$ cat src/hdl/mdu_pkg.sv
// Purpose: shared constants and types of the multiply/divide unit and its controller
// Assumes: 16-bit core words, one clock, active-low asynchronous reset
// Notes: the controller offsets are byte addresses of aligned 32-bit words
package mdu_pkg;
	typedef enum logic [2:0] {
		MDU_UMUL, MDU_MUL, MDU_DIVU, MDU_DIV, MDU_DIVLU, MDU_DIVL
	} mdu_op_t;
	typedef enum logic [1:0] {MDU_SEL_LOW, MDU_SEL_HIGH, MDU_SEL_CTRL} mdu_sel_t;
	// control register layout
	localparam int MDC_STEP_LSB = 0;
	localparam int MDC_STEP_W   = 4;
	localparam int MDC_RIU_BIT  = 4;
	localparam int MDC_NEGQ_BIT = 5;
	localparam int MDC_NEGR_BIT = 6;
	localparam int MDC_OVF_BIT  = 7;
	localparam int MDC_ACT_BIT  = 8;
	localparam logic [15:0] MDC_RESET = 16'h0000;
	localparam logic [3:0]  MDU_LAST_STEP = 4'hF;
	// status word
	localparam int PSW_V_BIT     = 2;
	localparam int PSW_INPROG_BIT = 7;
	localparam logic [15:0] PSW_RESET = 16'h0000;
	// controller registers
	localparam logic [7:0] HR_CMD    = 8'h00;
	localparam logic [7:0] HR_OPA    = 8'h04;
	localparam logic [7:0] HR_OPB    = 8'h08;
	localparam logic [7:0] HR_RESULT = 8'h0C;
	localparam logic [7:0] HR_STATUS = 8'h10;
	localparam logic [7:0] HR_ISTAT  = 8'h14;
	localparam logic [7:0] HR_IMASK  = 8'h18;
	localparam logic [7:0] HR_SAVE   = 8'h1C;
	localparam logic [7:0] HR_TASK   = 8'h20;
	localparam int CMD_OP_LSB    = 0;
	localparam int CMD_START_BIT = 4;
	localparam int CMD_IRQ_BIT   = 5;
	localparam int CMD_RETURN_FROM_INTERRUPT_BIT  = 6;
	localparam int CMD_ADDR_LSB  = 16;
	localparam int EV_DONE    = 0;
	localparam int EV_OVF     = 1;
	localparam int EV_INTR    = 2;
	localparam int EV_REFETCH = 3;
	localparam int EV_W       = 4;
endpackage

$ cat src/hdl/mdu_if.sv
// Purpose: link between the pipeline-side controller and the multiply/divide unit
// Assumes: both ends on pclk
// Notes: pulses last one cycle; read data is valid the cycle after a read strobe
`timescale 1ns/1ns
interface mdu_if;
	logic              op_valid;
	mdu_pkg::mdu_op_t  op_code;
	logic [15:0]       op_a;
	logic [15:0]       op_b;
	logic [15:0]       op_addr;
	logic              op_done;
	logic              busy;
	logic              reg_wr;
	logic              reg_rd;
	mdu_pkg::mdu_sel_t reg_sel;
	logic [15:0]       reg_wdata;
	logic [15:0]       reg_rdata;
	logic              psw_wr;
	logic [15:0]       psw_wdata;
	logic [15:0]       processor_status_word;
	logic              irq_take;
	logic [15:0]       irq_addr;
	logic              irq_ack;
	logic [15:0]       ret_addr;
	logic              return_from_interrupt;
	logic [15:0]       return_from_interrupt_psw;
	logic              refetch;
	modport dev (input op_valid, op_code, op_a, op_b, op_addr, reg_wr, reg_rd, reg_sel,
		reg_wdata, psw_wr, psw_wdata, irq_take, irq_addr, return_from_interrupt, return_from_interrupt_psw,
		output op_done, busy, reg_rdata, processor_status_word, irq_ack, ret_addr, refetch);
	modport host (output op_valid, op_code, op_a, op_b, op_addr, reg_wr, reg_rd, reg_sel,
		reg_wdata, psw_wr, psw_wdata, irq_take, irq_addr, return_from_interrupt, return_from_interrupt_psw,
		input op_done, busy, reg_rdata, processor_status_word, irq_ack, ret_addr, refetch);
endinterface

$ cat src/hdl/mdu_unit.sv
// Purpose: sequential multiply/divide datapath with resumable state
// Assumes: partner keeps to the save/clear/restore protocol of the control register
// Notes: magnitudes are processed, signs applied in a final fix-up cycle
//
// Decided for this implementation: the address map and the APB register port.
`timescale 1ns/1ns
module mdu_unit (
	input  wire logic pclk,
	input  wire logic presetn,
	input  wire logic ce,
	mdu_if.dev        bus,
	output logic      busy,
	output logic      result_in_use
);
	typedef enum logic [1:0] {MDU_ST_IDLE, MDU_ST_RUN, MDU_ST_FIX} mdu_state_t;

	mdu_state_t       st;
	mdu_pkg::mdu_op_t op_q;
	logic [31:0]      acc;
	logic [15:0]      mdc;
	logic [15:0]      opnd;
	logic [15:0]      processor_status_word;
	logic [15:0]      cur_addr;
	logic             start;
	logic             resume;
	logic             take_mid;
	logic             wr_ok;
	logic [31:0]      dvd;
	logic [31:0]      dvd_mag;
	logic [15:0]      a_mag;
	logic             in_sgn;
	logic [16:0]      msum;
	logic [16:0]      dhi;
	logic [16:0]      ddif;
	logic [31:0]      acc_step;
	logic [31:0]      fix_res;
	logic             fix_ovf;

	function automatic logic op_div(input mdu_pkg::mdu_op_t o);
		op_div = (o == mdu_pkg::MDU_DIVU) || (o == mdu_pkg::MDU_DIV) ||
			(o == mdu_pkg::MDU_DIVLU) || (o == mdu_pkg::MDU_DIVL);
	endfunction

	function automatic logic op_sgn(input mdu_pkg::mdu_op_t o);
		op_sgn = (o == mdu_pkg::MDU_MUL) || (o == mdu_pkg::MDU_DIV) ||
			(o == mdu_pkg::MDU_DIVL);
	endfunction

	function automatic logic [15:0] neg16(input logic [15:0] x, input logic n);
		neg16 = n ? 16'(~x + 16'h0001) : x;
	endfunction

	function automatic logic [31:0] neg32(input logic [31:0] x, input logic n);
		neg32 = n ? 32'(~x + 32'h00000001) : x;
	endfunction

	// request decode; a resume is a start with live state in the control register
	assign start    = bus.op_valid && (st == MDU_ST_IDLE);
	assign resume   = mdc[mdu_pkg::MDC_ACT_BIT];
	assign take_mid = bus.irq_take && (st == MDU_ST_RUN);
	assign wr_ok    = bus.reg_wr && (st == MDU_ST_IDLE);
	assign in_sgn   = op_sgn(bus.op_code);
	assign a_mag    = neg16(bus.op_a, in_sgn && bus.op_a[15]);

	// dividend selection: short forms ignore the high half
	always_comb begin
		if (bus.op_code == mdu_pkg::MDU_DIVLU || bus.op_code == mdu_pkg::MDU_DIVL)
			dvd = acc;
		else if (in_sgn)
			dvd = {{16{acc[15]}}, acc[15:0]};
		else
			dvd = {16'h0000, acc[15:0]};
		dvd_mag = neg32(dvd, in_sgn && dvd[31]);
	end

	// one shift-add or shift-subtract step per cycle
	assign msum = {1'b0, acc[31:16]} + (acc[0] ? {1'b0, opnd} : 17'h00000);
	assign dhi  = acc[31:15];
	assign ddif = dhi - {1'b0, opnd};
	always_comb begin
		if (!op_div(op_q))
			acc_step = {msum, acc[15:1]};
		else if (dhi >= {1'b0, opnd})
			acc_step = {ddif[15:0], acc[14:0], 1'b1};
		else
			acc_step = {acc[30:0], 1'b0};
	end

	// sign fix-up and range check of the finished result
	always_comb begin
		if (!op_div(op_q)) begin
			fix_res = neg32(acc, mdc[mdu_pkg::MDC_NEGQ_BIT]);
			if (op_sgn(op_q))
				fix_ovf = fix_res[31:16] != {16{fix_res[15]}};
			else
				fix_ovf = |fix_res[31:16];
		end else begin
			fix_res = {neg16(acc[31:16], mdc[mdu_pkg::MDC_NEGR_BIT]),
				neg16(acc[15:0], mdc[mdu_pkg::MDC_NEGQ_BIT])};
			// signed quotient may reach 8000 only when negative
			fix_ovf = mdc[mdu_pkg::MDC_OVF_BIT] || (op_sgn(op_q) &&
				(mdc[mdu_pkg::MDC_NEGQ_BIT] ? (acc[15:0] > 16'h8000) : acc[15]));
		end
	end

	// sequencer: several cycles per operation, abandoned on a mid-run interrupt
	always_ff @(posedge pclk or negedge presetn) begin
		if (!presetn) begin
			st <= MDU_ST_IDLE;
		end else if (ce) begin
			unique case (st)
				MDU_ST_IDLE: if (start) st <= MDU_ST_RUN;
				MDU_ST_RUN: begin
					if (take_mid)
						st <= MDU_ST_IDLE;
					else if (mdc[3:0] == mdu_pkg::MDU_LAST_STEP)
						st <= MDU_ST_FIX;
				end
				MDU_ST_FIX: st <= MDU_ST_IDLE;
			endcase
		end
	end

	// operation latch; the operand is re-supplied by the refetched instruction
	always_ff @(posedge pclk or negedge presetn) begin
		if (!presetn) begin
			op_q     <= mdu_pkg::MDU_UMUL;
			opnd     <= 16'h0000;
			cur_addr <= 16'h0000;
		end else if (ce && start) begin
			op_q     <= bus.op_code;
			opnd     <= a_mag;
			cur_addr <= bus.op_addr;
		end
	end

	// result register, one 32-bit value in two halves
	always_ff @(posedge pclk or negedge presetn) begin
		if (!presetn) begin
			acc <= 32'h00000000;
		end else if (ce) begin
			if (wr_ok && bus.reg_sel == mdu_pkg::MDU_SEL_LOW)
				acc[15:0] <= bus.reg_wdata;
			if (wr_ok && bus.reg_sel == mdu_pkg::MDU_SEL_HIGH)
				acc[31:16] <= bus.reg_wdata;
			if (start && !resume) begin
				if (op_div(bus.op_code))
					acc <= dvd_mag;
				else
					acc <= {16'h0000, neg16(bus.op_b, in_sgn && bus.op_b[15])};
			end
			if (st == MDU_ST_RUN && !take_mid)
				acc <= acc_step;
			if (st == MDU_ST_FIX)
				acc <= fix_res;
		end
	end

	// control register: step count and signs live here, so an abort leaves resume state
	always_ff @(posedge pclk or negedge presetn) begin
		if (!presetn) begin
			mdc <= mdu_pkg::MDC_RESET;
		end else if (ce) begin
			if (bus.reg_rd && bus.reg_sel == mdu_pkg::MDU_SEL_LOW)
				mdc[mdu_pkg::MDC_RIU_BIT] <= 1'b0;
			if (wr_ok && bus.reg_sel == mdu_pkg::MDU_SEL_CTRL)
				mdc <= bus.reg_wdata;
			// set after clear so a simultaneous write or start wins
			if (wr_ok && bus.reg_sel != mdu_pkg::MDU_SEL_CTRL)
				mdc[mdu_pkg::MDC_RIU_BIT] <= 1'b1;
			if (start) begin
				mdc[mdu_pkg::MDC_RIU_BIT] <= 1'b1;
				mdc[mdu_pkg::MDC_ACT_BIT] <= 1'b1;
				if (!resume) begin
					mdc[3:0] <= 4'h0;
					if (op_div(bus.op_code)) begin
						mdc[mdu_pkg::MDC_NEGR_BIT] <= in_sgn && dvd[31];
						mdc[mdu_pkg::MDC_NEGQ_BIT] <= in_sgn && (dvd[31] ^ bus.op_a[15]);
						mdc[mdu_pkg::MDC_OVF_BIT]  <= (bus.op_a == 16'h0000) ||
							(dvd_mag[31:16] >= a_mag);
					end else begin
						mdc[mdu_pkg::MDC_NEGR_BIT] <= 1'b0;
						mdc[mdu_pkg::MDC_NEGQ_BIT] <= in_sgn && (bus.op_a[15] ^ bus.op_b[15]);
						mdc[mdu_pkg::MDC_OVF_BIT]  <= 1'b0;
					end
				end
			end
			if (st == MDU_ST_RUN && !take_mid)
				mdc[3:0] <= 4'(mdc[3:0] + 4'h1);
			if (st == MDU_ST_FIX) begin
				mdc[3:0] <= 4'h0;
				mdc[8:5] <= 4'h0;
			end
		end
	end

	// status word: software writes, return restores, hardware sets win last
	always_ff @(posedge pclk or negedge presetn) begin
		if (!presetn) begin
			processor_status_word <= mdu_pkg::PSW_RESET;
		end else if (ce) begin
			if (bus.psw_wr)
				processor_status_word <= bus.psw_wdata;
			if (bus.return_from_interrupt)
				processor_status_word <= bus.return_from_interrupt_psw;
			if (take_mid)
				processor_status_word[mdu_pkg::PSW_INPROG_BIT] <= 1'b1;
			if (st == MDU_ST_FIX)
				processor_status_word[mdu_pkg::PSW_V_BIT] <= fix_ovf;
		end
	end

	// interrupt and return answers
	always_ff @(posedge pclk or negedge presetn) begin
		if (!presetn) begin
			bus.irq_ack  <= 1'b0;
			bus.ret_addr <= 16'h0000;
			bus.refetch  <= 1'b0;
			bus.op_done  <= 1'b0;
		end else if (ce) begin
			bus.irq_ack <= bus.irq_take;
			if (bus.irq_take)
				bus.ret_addr <= take_mid ? cur_addr : bus.irq_addr;
			// old flag is sampled before the popped word lands
			bus.refetch <= bus.return_from_interrupt && processor_status_word[mdu_pkg::PSW_INPROG_BIT];
			bus.op_done <= (st == MDU_ST_FIX);
		end
	end

	// register read port, data one cycle after the strobe
	always_ff @(posedge pclk or negedge presetn) begin
		if (!presetn) begin
			bus.reg_rdata <= 16'h0000;
		end else if (ce && bus.reg_rd) begin
			unique case (bus.reg_sel)
				mdu_pkg::MDU_SEL_LOW:  bus.reg_rdata <= acc[15:0];
				mdu_pkg::MDU_SEL_HIGH: bus.reg_rdata <= acc[31:16];
				mdu_pkg::MDU_SEL_CTRL: bus.reg_rdata <= mdc;
				default:               bus.reg_rdata <= 16'h0000;
			endcase
		end
	end

	assign bus.processor_status_word       = processor_status_word;
	assign bus.busy      = (st != MDU_ST_IDLE);
	assign busy          = bus.busy;
	assign result_in_use = mdc[mdu_pkg::MDC_RIU_BIT];
endmodule // mdu_unit

$ cat src/flat_wrapper.sv
// flat-port wrapper written by rule: the top's interface ports become plain ports
module mdu_unit_flat 
  (pclk, presetn, ce, busy, result_in_use, bus_op_valid, bus_op_code, bus_op_a, bus_op_b, bus_op_addr, bus_reg_wr, bus_reg_rd, bus_reg_sel, bus_reg_wdata, bus_psw_wr, bus_psw_wdata, bus_irq_take, bus_irq_addr, bus_return_from_interrupt, bus_return_from_interrupt_psw, bus_op_done, bus_busy, bus_reg_rdata, bus_processor_status_word, bus_irq_ack, bus_ret_addr, bus_refetch);
  mdu_if bus_i ();
  input  wire logic pclk;
  input  wire logic presetn;
  input  wire logic ce;
  output logic busy;
  output logic result_in_use;
  input wire logic [$bits(bus_i.op_valid)-1:0] bus_op_valid;
  input wire logic [$bits(bus_i.op_code)-1:0] bus_op_code;
  input wire logic [$bits(bus_i.op_a)-1:0] bus_op_a;
  input wire logic [$bits(bus_i.op_b)-1:0] bus_op_b;
  input wire logic [$bits(bus_i.op_addr)-1:0] bus_op_addr;
  input wire logic [$bits(bus_i.reg_wr)-1:0] bus_reg_wr;
  input wire logic [$bits(bus_i.reg_rd)-1:0] bus_reg_rd;
  input wire logic [$bits(bus_i.reg_sel)-1:0] bus_reg_sel;
  input wire logic [$bits(bus_i.reg_wdata)-1:0] bus_reg_wdata;
  input wire logic [$bits(bus_i.psw_wr)-1:0] bus_psw_wr;
  input wire logic [$bits(bus_i.psw_wdata)-1:0] bus_psw_wdata;
  input wire logic [$bits(bus_i.irq_take)-1:0] bus_irq_take;
  input wire logic [$bits(bus_i.irq_addr)-1:0] bus_irq_addr;
  input wire logic [$bits(bus_i.return_from_interrupt)-1:0] bus_return_from_interrupt;
  input wire logic [$bits(bus_i.return_from_interrupt_psw)-1:0] bus_return_from_interrupt_psw;
  output wire logic [$bits(bus_i.op_done)-1:0] bus_op_done;
  output wire logic [$bits(bus_i.busy)-1:0] bus_busy;
  output wire logic [$bits(bus_i.reg_rdata)-1:0] bus_reg_rdata;
  output wire logic [$bits(bus_i.processor_status_word)-1:0] bus_processor_status_word;
  output wire logic [$bits(bus_i.irq_ack)-1:0] bus_irq_ack;
  output wire logic [$bits(bus_i.ret_addr)-1:0] bus_ret_addr;
  output wire logic [$bits(bus_i.refetch)-1:0] bus_refetch;
  assign bus_i.op_valid = bus_op_valid;
  assign bus_i.op_code = bus_op_code;
  assign bus_i.op_a = bus_op_a;
  assign bus_i.op_b = bus_op_b;
  assign bus_i.op_addr = bus_op_addr;
  assign bus_i.reg_wr = bus_reg_wr;
  assign bus_i.reg_rd = bus_reg_rd;
  assign bus_i.reg_sel = bus_reg_sel;
  assign bus_i.reg_wdata = bus_reg_wdata;
  assign bus_i.psw_wr = bus_psw_wr;
  assign bus_i.psw_wdata = bus_psw_wdata;
  assign bus_i.irq_take = bus_irq_take;
  assign bus_i.irq_addr = bus_irq_addr;
  assign bus_i.return_from_interrupt = bus_return_from_interrupt;
  assign bus_i.return_from_interrupt_psw = bus_return_from_interrupt_psw;
  assign bus_op_done = bus_i.op_done;
  assign bus_busy = bus_i.busy;
  assign bus_reg_rdata = bus_i.reg_rdata;
  assign bus_processor_status_word = bus_i.processor_status_word;
  assign bus_irq_ack = bus_i.irq_ack;
  assign bus_ret_addr = bus_i.ret_addr;
  assign bus_refetch = bus_i.refetch;
  mdu_unit u_core (.pclk(pclk), .presetn(presetn), .ce(ce), .bus(bus_i), .busy(busy), .result_in_use(result_in_use));
endmodule
$ cat config.mk
export PLATFORM = sky130hd
export DESIGN_NAME = mdu_unit_flat
export DESIGN_NICKNAME = d
export VERILOG_FILES = /design/src/hdl/mdu_pkg.sv /design/src/hdl/mdu_if.sv /design/src/hdl/mdu_unit.sv /design/src/flat_wrapper.sv
export SDC_FILE = /design/constraint.sdc
export NUM_CORES = 1
export LEC_CHECK = 0
export BUFFER_PORTS_ARGS = -buffer_cell sky130_fd_sc_hd__clkbuf_2
export CAP_MARGIN = 20
export CORE_ASPECT_RATIO = 1.25
export CORE_UTILIZATION = 60
export CTS_BUF_LIST = sky130_fd_sc_hd__clkbuf_8
export DETAILED_ROUTE_END_ITERATION = 10
export PLACE_DENSITY = 0.9
export REMOVE_ABC_BUFFERS = 1
export SYNTH_ARGS = -nofsm -noshare
export SYNTH_HDL_FRONTEND = slang
export SYNTH_SLANG_ARGS = --single-unit
$ cat constraint.sdc
create_clock -name pclk -period 7.9 [get_ports pclk]
set_clock_uncertainty 0.05 [all_clocks]
set_input_delay 1.58 -clock pclk [delete_from_list [all_inputs] [get_ports pclk]]
set_output_delay 1.58 -clock pclk [all_outputs]
set_load 0.03 [all_outputs]
After elaboration in Yosys (flattened, before gate mapping)
Index checks and enable logic that the tools add are counted.
Widths: inputs -> output; s select.
{ "op_classes": {"n_mux": 41, "order_cmp": 3, "n_bitwise": 8, "n_eq_ne": 22, "reduce_logical": 57, "add_sub_neg": 9} }
{ "op_table": {"columns": ["operator", "count"], "rows": [
  ["$mux 32", 11],
  ["$mux 16", 10],
  ["$add 16x1->16 const B", 4],
  ["$add 32x1->32 const B", 2],
  ["$not 16->16", 4],
  ["$not 32->32", 2],
  ["$pmux 16 s3", 1],
  ["$logic_and 1x1->1", 19],
  ["$mux 9", 2],
  ["$add 16x16->17", 1],
  ["$ge 17x16->1", 1],
  ["$ge 16x16->1", 1],
  ["$gt 16x16->1 const B", 1],
  ["$logic_not 16->1", 1],
  ["$mux 4", 4],
  ["$ne 16x16->1", 1],
  ["$reduce_or 16->1", 1],
  ["$sub 16x16->16", 1],
  ["$reduce_and 2->1", 7],
  ["$logic_or 1x1->1", 13],
  ["$eq 3x2->1 const B", 4],
  ["$eq 3x3->1 const B", 4],
  ["$reduce_and 3->1", 4],
  ["$reduce_bool 4->1", 3],
  ["18 further kinds", 38]
]} }
{ "word_totals": {"word_cells": 159, "in_bits": 126, "output_inout_bits": 54, "register_bits": 136} }

Logic depth before layout (Yosys ltp)
Gate-level depths: netlist (run 1).
{ "logic_depth": {"ltp_word": 15, "depth_mapped": 19, "depth_no_buf": 17} }

Worst setup path before layout (run 1)
No wires, ideal clock.
{ "synth_timing": {"kind": "input-to-reg", "from": "input bus_op_code[1]", "to": "register u_core.mdc[7]", "arrival_time_ns": 4.167, "path_stages": 17, "setup_slack_ns": 3.558, "cell_sequence": "inv_1 > ha_1 > nand2b_1 > a21oi_1 > o21ai_0 > nand2_1 > o21ai_0 > a22o_1 > ha_1 > a21o_1 > a21o_1 > a21o_1 > a21oi_1 > nor2b_1 > o21ai_0 > a21o_1 > a21oi_1"} }
{ "synth_between": {"elab_chain_cells": 14} }
{ "synth_rtl": {"columns": ["item", "line", "rtl"], "rows": [
  ["start, declared", "flat_wrapper.sv:11", "input wire logic [$bits(bus_i.op_code)-1:0] bus_op_code;"],
  ["$eq 3x1->1 or $eq 3x2->1 (tied branches)", "mdu_unit.sv:45, mdu_unit.sv:40", null],
  ["$logic_or 1x1->1 (2 in a row)", "mdu_unit.sv:45", "op_sgn = (o == mdu_pkg::MDU_MUL) || (o == mdu_pkg::MDU_DIV) ||"],
  ["$mux 32", "mdu_unit.sv:69", "else if (in_sgn)"],
  ["$mux 32", "mdu_unit.sv:67", "if (bus.op_code == mdu_pkg::MDU_DIVLU || bus.op_code == mdu_pkg::MDU_DIVL)"],
  ["$not 32->32", "mdu_unit.sv:54", "neg32 = n ? 32'(~x + 32'h00000001) : x;"],
  ["$add 32x1->32", "mdu_unit.sv:54", null],
  ["$mux 32", "mdu_unit.sv:54", null],
  ["$ge 16x16->1", "mdu_unit.sv:180", "(dvd_mag[31:16] >= a_mag);"],
  ["$logic_or 1x1->1", "mdu_unit.sv:179", "mdc[mdu_pkg::MDC_OVF_BIT] <= (bus.op_a == 16'h0000) ||"],
  ["$mux 3 (*)", "mdu_unit.sv:176", "if (op_div(bus.op_code)) begin"],
  ["$mux 3 (*)", "mdu_unit.sv:174", "if (!resume) begin"],
  ["$mux 9 (*)", "mdu_unit.sv:171", "if (start) begin"],
  ["$mux 4 (*)", "mdu_unit.sv:190", "if (st == MDU_ST_FIX) begin"],
  ["end signal, assigned by index", "mdu_unit.sv:177", "mdc[mdu_pkg::MDC_NEGR_BIT] <= in_sgn && dvd[31];"],
  ["end signal, assigned by index", "mdu_unit.sv:178", "mdc[mdu_pkg::MDC_NEGQ_BIT] <= in_sgn && (dvd[31] ^ bus.op_a[15]);"],
  ["end signal, assigned by index", "mdu_unit.sv:179", null],
  ["end, declared", "mdu_unit.sv:20", "logic [15:0] mdc;"]
]} }
Every way passes the cells marked *; elsewhere a longest branch is shown, timed or not.
A chain may end at the register's enable or synchronous reset.

Worst setup path after layout (run 1)
Ends and elaborated chain as after synthesis.

==> flow_metrics.py, run 1 <==
metrics = {
    "min_path": {
        "whs_endpoint": "u_core.opnd[6]",
        "min_path_cells": 2,
        "hold_class": "reg2reg",
        "min_from": "u_core.opnd[6]",
    },
    "pwr": {
        "p_int_w": 0.00256,
        "p_per_area_mw_per_mm2": 420,
        "ir_drop_uv": 367,
        "switching_share_pct": 54.4,
        "seq_power_share_pct": 24.6,
        "power_leakage_nw": 5.95,
        "p_sw_w": 0.00305,
        "combPwrFrac_pct": 64.5,
        "pwr-share-clk_pct": 10.9,
    },
    "worst_setup_path": {
        "ff2ff_path_depth": 15,
        "cp_data_required_time_ns": 8.21,
        "cp_max_fo": 25,
        "cp.arrival_ns": 5.34,
        "endpoint_kind": "flop",
        "reg2reg_to": "u_core.mdc[7]",
        "path_class": "in2reg",
        "r2r-start": "u_core.acc[0]",
        "rrSetupSlack_ns": 3.31,
        "startpoint_type": "input pin",
    },
    "floorplanning": {
        "dieHeight_um": 160,
        "die_x_um": 128,
        "dieArea_sq_mm": 0.0205,
        "num_rows": 57,
        "initial_core_util_pct": 61.3,
        "io_pins": 180,
        "core_area_sq_mm": 0.0195,
    },
    "sta": {
        "finalSetupTns_ns": 0,
        "finalCriticalPeriod_ns": 5.03,
        "slew_viol_final": 0,
        "fmax_mhz": 199,
        "hold_viol_final": 0,
        "worst_pin_slew_ns": 1.14,
        "report.final.setup_viol": 0,
        "grt_setup_unrepaired": "no",
        "period_share_pct": 63.7,
        "slew_headroom_pct": 23.7,
    },
    "cts": {
        "cts_setup_buffers": 0,
        "ctsResizeCount": 0,
        "cts.clk_slew.worst_paths_ns": 0.09,
        "clock_sinks": 136,
        "numCtsBuffers": 17,
        "cts_tree": "yes",
        "cts.path.max_buffers": 2,
        "ctsHoldBuffers": 0,
        "clock_latency_ns": 0.48,
        "cts-htree-levels": 4,
        "cts-root-buf": "clkbuf_8",
    },
    "logic_synthesis": {
        "synth_cells": 1556,
        "synth_edf_count": 0,
        "synthArstFlopShare_pct": 100,
        "syn_avg_cell_area_sq_um": 7.67,
        "ys_types": 81,
        "synth-seq-cells": 136,
        "yosys_warnings": 0,
        "yosysSeqAreaShare_pct": 28.5,
        "synth_ff_type": "dfrtp_1",
        "synth_area_sq_mm": 0.0119,
    },
    "global_route": {
        "grt_use_total_pct": 44.2,
        "grt_pass1_wl_um": 68900,
        "overflow": 0,
        "antenna_found_initial": 1,
        "grt_max_degree": 77,
        "first_global_vias": 12500,
    },
    "placed_design": {
        "gp_congestion": 1.03,
        "post_dp_cell_area_sq_mm": 0.0129,
        "port-buffer-count": 179,
        "place_hpwl_um": 33400,
    },
    "route": {
        "drc_errors": 0,
        "routed_via_density": 6.71,
        "drtPass1Iterations": 6,
        "finalWirelength_um": 45100,
        "routedWlPerCell_um": 23.2,
        "via_count": 13100,
        "drtIter0Drc": 1778,
        "drtAntennaViolNets": 0,
    },
    "run_status": {
        "status": "complete, no violations",
    },
    "layout": {
        "fillers": 1692,
        "syn_to_final_growth_pct": 12.1,
        "drive_gt1_share_pct": 17.7,
        "fin_nets": 1849,
        "ff_latch_area_sq_mm": 0.00340,
        "multiInputGateArea_sq_mm": 0.00792,
        "stdcell_area_sq_mm": 0.0134,
    },
    "job": {
        "maxCapViolCount": 0,
    },
}
[area by class of cell]
cell class / instances / share of cell area, %
inverters: 52 / 1.46
flip-flops and latches: 136 / 25.5
multi-input cells: 1255 / 59.3
diodes: 3 / 0.0562
well taps: 265 / 2.48
repair buffers: 202 / 8.26
clock buffers: 18 / 1.85
clock inverters: 14 / 1.17
[layer usage]
metal / part of all wire (%) / global-route usage, % / up-vias / wire length (um)
met5: 0 / 0 / - / 0
li1: - / - / 5842 / -
met2: 45 / 69.2 / 887 / 20400
met3: 11 / 10.7 / 263 / 4740
met1: 36 / 51.8 / 6064 / 16000
met4: 8.6 / 34.4 / 0 / 3890
[cell usage in the layout (no fill, tap or decap), types with 8 or more instances in the layout]
cell      count
nor4_1       10
a31oi_1      27
dfrtp_1     136
mux2i_1      57
or2_2         8
or4_1         8
nand3_1      33
o211ai_1     13
o31ai_1      11
xnor2_1      42
clkbuf_8     18
buf_4        20
a22oi_1      19
ha_1         56
clkbuf_2    179
o22ai_1      11
a211oi_1      9
nand2b_1     17
xor2_1       38
nand4_1       8
and3_1       10
o32ai_1       8
nor2_1      143
a21o_1       22
inv_1        52
a21oi_1     169
mux2_2       29
nor2b_1      11
nor3_1       43
nand2_1     194
or3_1         9
o21ai_0     139
[cell usage after synthesis, drive strengths merged, types with 9 or more instances]
| cell | instances | area, sq um |
|---|---|---|
| and2 | 9 | 56.3 |
| nand2b | 17 | 106 |
| clkbuf | 96 | 360 |
| dfrtp | 136 | 3400 |
| a21oi | 170 | 855 |
| or3 | 10 | 67.6 |
| nor2 | 143 | 537 |
| o21ai | 144 | 724 |
| nor2b | 12 | 75.1 |
| inv | 52 | 195 |
| mux2i | 57 | 571 |
| nor3 | 45 | 248 |
| xor2 | 39 | 342 |
| o211ai | 13 | 97.6 |
| a22oi | 19 | 143 |
| o31ai | 12 | 95.1 |
| a31oi | 28 | 175 |
| nand3 | 34 | 170 |
| a211oi | 9 | 67.6 |
| mux2 | 29 | 327 |
| o22ai | 11 | 68.8 |
| and3 | 10 | 62.6 |
| nor4 | 12 | 96.3 |
| ha | 57 | 713 |
| buf | 17 | 82.6 |
| a21o | 22 | 165 |
| nand2 | 194 | 728 |
| or4 | 11 | 93.8 |
| xnor2 | 43 | 377 |
[power groups by stage]
stage	Sequential, W	Combinational, W	Clock (W)
6_report	0.00138	0.00362	0.000611
5_1_grt	0.00139	0.00389	0.000639
4_1_cts	0.00135	0.00349	0.000614
3_5_place_dp	0.00136	0.00347	0
3_3_place_gp	0.00135	0.00339	0
2_1_floorplan	0.00141	0.00228	0
[worst max path at each step]
stage | from | endpoint | slack (ns) | cells after the start
finish | bus_op_code[1] | u_core.mdc[7] | 2.87 | 18
global placement | bus_op_code[1] | u_core.mdc[7] | 2.56 | 18
floorplan | bus_op_code[1] | u_core.mdc[7] | 3.26 | 17
global route | bus_op_code[1] | u_core.mdc[7] | 2.51 | 18
CTS | bus_op_code[1] | u_core.mdc[7] | 2.98 | 18
detailed placement | bus_op_code[1] | u_core.mdc[7] | 2.50 | 18
[through the flow]
| step | util, % | setup WS (ns) | std cells | hold WS, ns | total power (W) |
|---|---|---|---|---|---|
| CTS | 68.4 | 2.98 | 1939 | 0.441 | 0.00545 |
| finish | 68.7 | 2.87 | 1945 | 0.437 | 0.00561 |
| detailed placement | 66.3 | 2.50 | 1907 | 0.420 | 0.00483 |
| global placement | 66.3 | 2.56 | 1907 | 0.414 | 0.00474 |
| global route | 68.6 | 2.51 | 1942 | 0.473 | 0.00592 |
| floorplan | - | 3.26 | 1443 | 0.400 | 0.00370 |
[registers in the layout (all words and copies together), names as in the netlist]
name,count
u_core.cur_addr,16
u_core.bus.ret_addr,16
u_core.acc,32
u_core.bus.op_done,1
u_core.bus.reg_rdata,16
u_core.opnd,16
u_core.mdc,16
u_core.st,2
u_core.bus.irq_ack,1
u_core.op_q,3
u_core.bus.refetch,1
u_core.bus.processor_status_word,16
[worst max-delay path, cell delays in order]
cell	delay [ns]
clkbuf_2	0.10
inv_1	0.07
ha_1	0.69
nand2_1	0.23
a21oi_1	0.75
o21ai_0	0.19
nand2_1	0.12
o21ai_0	0.10
a22o_1	0.20
ha_1	0.27
a21o_1	0.15
a21o_1	0.17
a21o_1	0.17
a21oi_1	0.13
nor2b_1	0.05
o21ai_0	0.16
a21o_1	0.13
a21oi_1	0.06
[kinds of logic (layout without fill, tap and decap cells)]
group           Yosys count  in the layout  share of synthesized area (%)
simple gates            524            524                           20.4
compound gates          504            504                           25.8
buf+inv                 165            286                           5.35
flops                   136            136                           28.5
mux                      86             86                           7.52
xor+xnor                 82             82                           6.02
fa+ha+maj                59             59                           6.31
other cells               0              3                              0
(Power assumes the default switching activity.)
==> run 2: changes to the inputs <==
Settings changed: ABC_AREA from default to 1.
Clock period 7.9 ns to 5.1 ns, I/O delays scaled along.
==> flow_metrics.py, run 2 <==
metrics = {
    "worst_setup_path": {
        "ff2ff_path_depth": 12,
        "crit_chain": "clkinv_1 > ha_1 > fa_1 > o21ai_0 > a21oi_1 > nor2_1 > nor2_1 > xnor2_1 > nand2_1 > nand3b_1 > nand3_1 > a21boi_1",
        "r2r-start": "u_core.acc[15]",
        "crit_path_start": "u_core.acc[15]",
        "rrSetupSlack_ns": 1.00,
        "slowest_delay_ns": 0.61,
        "path_delay_family": "compound AO/OA/AOI/OAI gates",
        "cpMaxStageDelayCell": "dfrtp_1",
        "reg2reg_to": "u_core.acc[26]",
        "endpoint": "u_core.acc[26]",
        "endpoint_kind": "flop",
        "worst_path_most_repeated_cell": "nor2_1",
        "cp_data_required_time_ns": 5.44,
        "worstSetupPathDepth": 12,
        "startpoint_type": "flop",
        "cp.arrival_ns": 4.44,
        "cp_max_fo": 9,
        "critPathBufInv": 1,
        "path_class": "reg2reg",
    },
    "sta": {
        "finalSetupTns_ns": 0,
        "hold_viol_final": 0,
        "grt_setup_unrepaired": "no",
        "report.final.setup_viol": 0,
        "fmax_mhz": 244,
        "worst_pin_slew_ns": 1.02,
        "period_share_pct": 80.3,
        "finalCriticalPeriod_ns": 4.10,
        "slew_viol_final": 0,
        "hold_ws_ns": 0.435,
        "slew_headroom_pct": 31.9,
    },
    "cts": {
        "numCtsBuffers": 17,
        "ctsResizeCount": 0,
        "clock_sinks": 136,
        "clock_latency_ns": 0.48,
        "ctsHoldBuffers": 0,
        "cts-htree-levels": 4,
        "cts-root-buf": "clkbuf_8",
        "cts.path.max_buffers": 2,
        "cts_tree": "yes",
        "cts.clk_slew.worst_paths_ns": 0.10,
        "cts_setup_buffers": 0,
    },
    "logic_synthesis": {
        "ys_types": 54,
        "synthMostInstantiatedCell": "nand2_1",
        "ys_top_cells_by_area": "dfrtp_1 28%, nand2_1 16%, o21ai_0 7.7%, a21oi_1 6.2%, inv_1 6.2%",
        "synth_commonest_cells": "519 x nand2_1, 204 x inv_1, 189 x o21ai_0",
        "yosys.area.top_type": "dfrtp_1",
        "yosys_warnings": 0,
        "yosysSeqAreaShare_pct": 27.6,
        "synth-seq-cells": 136,
        "synthArstFlopShare_pct": 100,
        "synth_area_sq_mm": 0.0123,
        "synth_cells": 1915,
        "syn_avg_cell_area_sq_um": 6.45,
        "synth_edf_count": 0,
        "synth_top_area_share_pct": 27.6,
        "synth_ff_type": "dfrtp_1",
    },
    "placed_design": {
        "port-buffer-count": 179,
        "place_hpwl_um": 37400,
        "gp_congestion": 1.05,
        "post_dp_cell_area_sq_mm": 0.0134,
        "dp.cells": 2314,
    },
    "route": {
        "drtIter0Drc": 1583,
        "routedWlPerCell_um": 21.0,
        "finalWirelength_um": 49300,
        "drtPass1Iterations": 8,
        "via_count": 14600,
        "drtAntennaViolNets": 0,
        "drc_errors": 0,
        "routed_via_density": 6.23,
    },
    "layout": {
        "final_cell_mix": "518 x nand2_1, 204 x inv_1, 189 x o21ai_0, 178 x nor2_1, 178 x clkbuf_2",
        "top_register": "u_core.acc",
        "final_common_cell": "nand2_1",
        "fin_cells": 2346,
        "fin_nets": 2248,
        "stdcell_area_sq_mm": 0.0139,
        "diodes": 0,
        "fin_util_pct": 68.7,
        "largest_register_ffs": 32,
        "drive_gt1_share_pct": 14.7,
        "syn_to_final_growth_pct": 12.3,
    },
    "pwr": {
        "p_int_w": 0.00368,
        "power_leakage_nw": 7.05,
        "p_sw_w": 0.00495,
        "seq_power_share_pct": 24.4,
        "combPwrFrac_pct": 63.6,
        "pwr-share-clk_pct": 11.9,
        "switching_share_pct": 57.3,
        "ir_drop_uv": 379,
        "p_per_area_mw_per_mm2": 622,
    },
    "floorplanning": {
        "initial_core_util_pct": 61.2,
        "die_x_um": 130,
        "io_pins": 180,
        "num_rows": 58,
        "dieHeight_um": 162,
        "dieArea_sq_mm": 0.0212,
        "core_area_sq_mm": 0.0202,
    },
    "job": {
        "maxCapViolCount": 0,
    },
    "global_route": {
        "antenna_found_initial": 1,
        "grt_use_total_pct": 48.5,
        "overflow": 0,
        "grt_max_degree": 70,
        "first_global_vias": 14300,
        "grt_pass1_wl_um": 76500,
    },
    "min_path": {
        "hold_class": "reg2reg",
    },
    "run_status": {
        "status": "complete, no violations",
    },
}
run 2: logic make-up after synthesis:
group / share of synthesized area, %
buffers and inverters: 9.15
AO/OA/AOI/OAI: 20.9
flip-flops: 27.6
AND/OR/NAND/NOR: 31.0
XOR/XNOR: 3.48
multiplexers: 1.82
adder cells (fa/ha/maj): 6.10
run 2: worst register-to-register path: cells and delay by family (launching register included):
family / cells / cell delay [ns]
flops: 1 / 0.61
buf+inv: 1 / 0.52
simple gates: 5 / 0.74
xor+xnor: 1 / 0.21
fa+ha+maj: 2 / 0.90
compound gates: 3 / 0.98
run 2: power groups by stage:
stage / Clock [W] / Sequential [W] / Combinational [W]
after floorplan: 0 / 0.00210 / 0.00340
after global placement: 0 / 0.00206 / 0.00513
after detailed placement: 0 / 0.00206 / 0.00521
after CTS: 0.00103 / 0.00205 / 0.00524
after global routing: 0.00107 / 0.00212 / 0.00602
final: 0.00103 / 0.00211 / 0.00549
run 2: how the worst min path moves through the flow:
stage,startpoint,end,slack (ns),cells past startpoint
3_5_place_dp,u_core.bus.op_done,u_core.bus.op_done,0.41,2
6_report,u_core.bus.op_done,u_core.bus.op_done,0.43,2
4_1_cts,u_core.mdc[13],u_core.mdc[13],0.44,2
5_1_grt,u_core.bus.reg_rdata[8],u_core.bus.reg_rdata[8],0.46,2
3_3_place_gp,u_core.op_q[0],u_core.op_q[0],0.41,2
2_1_floorplan,u_core.mdc[10],u_core.mdc[10],0.39,2
run 2: routing by layer:
metal  vias to the layer above  track usage (%)  part of all wire (%)
li1                       6677                -                     -
met1                      6633             54.3                    35
met2                      1000             73.1                    43
met3                       297             16.9                    12
met4                         2             41.4                   9.8
met5                         -                0                 0.018
run 2: cell type report:
class | instances | area, sq um
Inverter | 218 | 821
Fill cell | 1865 | 6310
Timing Repair Buffer | 199 | 1050
Clock inverter | 15 | 193
Clock buffer | 17 | 234
Tap cell | 270 | 338
Multi-Input combinational cell | 1491 | 7820
Sequential cell | 136 | 3400
run 2: stage by stage:
step / setup WS [ns] / total power (W)
after global placement: 1.03 / 0.00719
final: 1.00 / 0.00862
after floorplan: 0.689 / 0.00551
after global routing: 0.978 / 0.00921
after CTS: 1.47 / 0.00831
after detailed placement: 0.989 / 0.00727
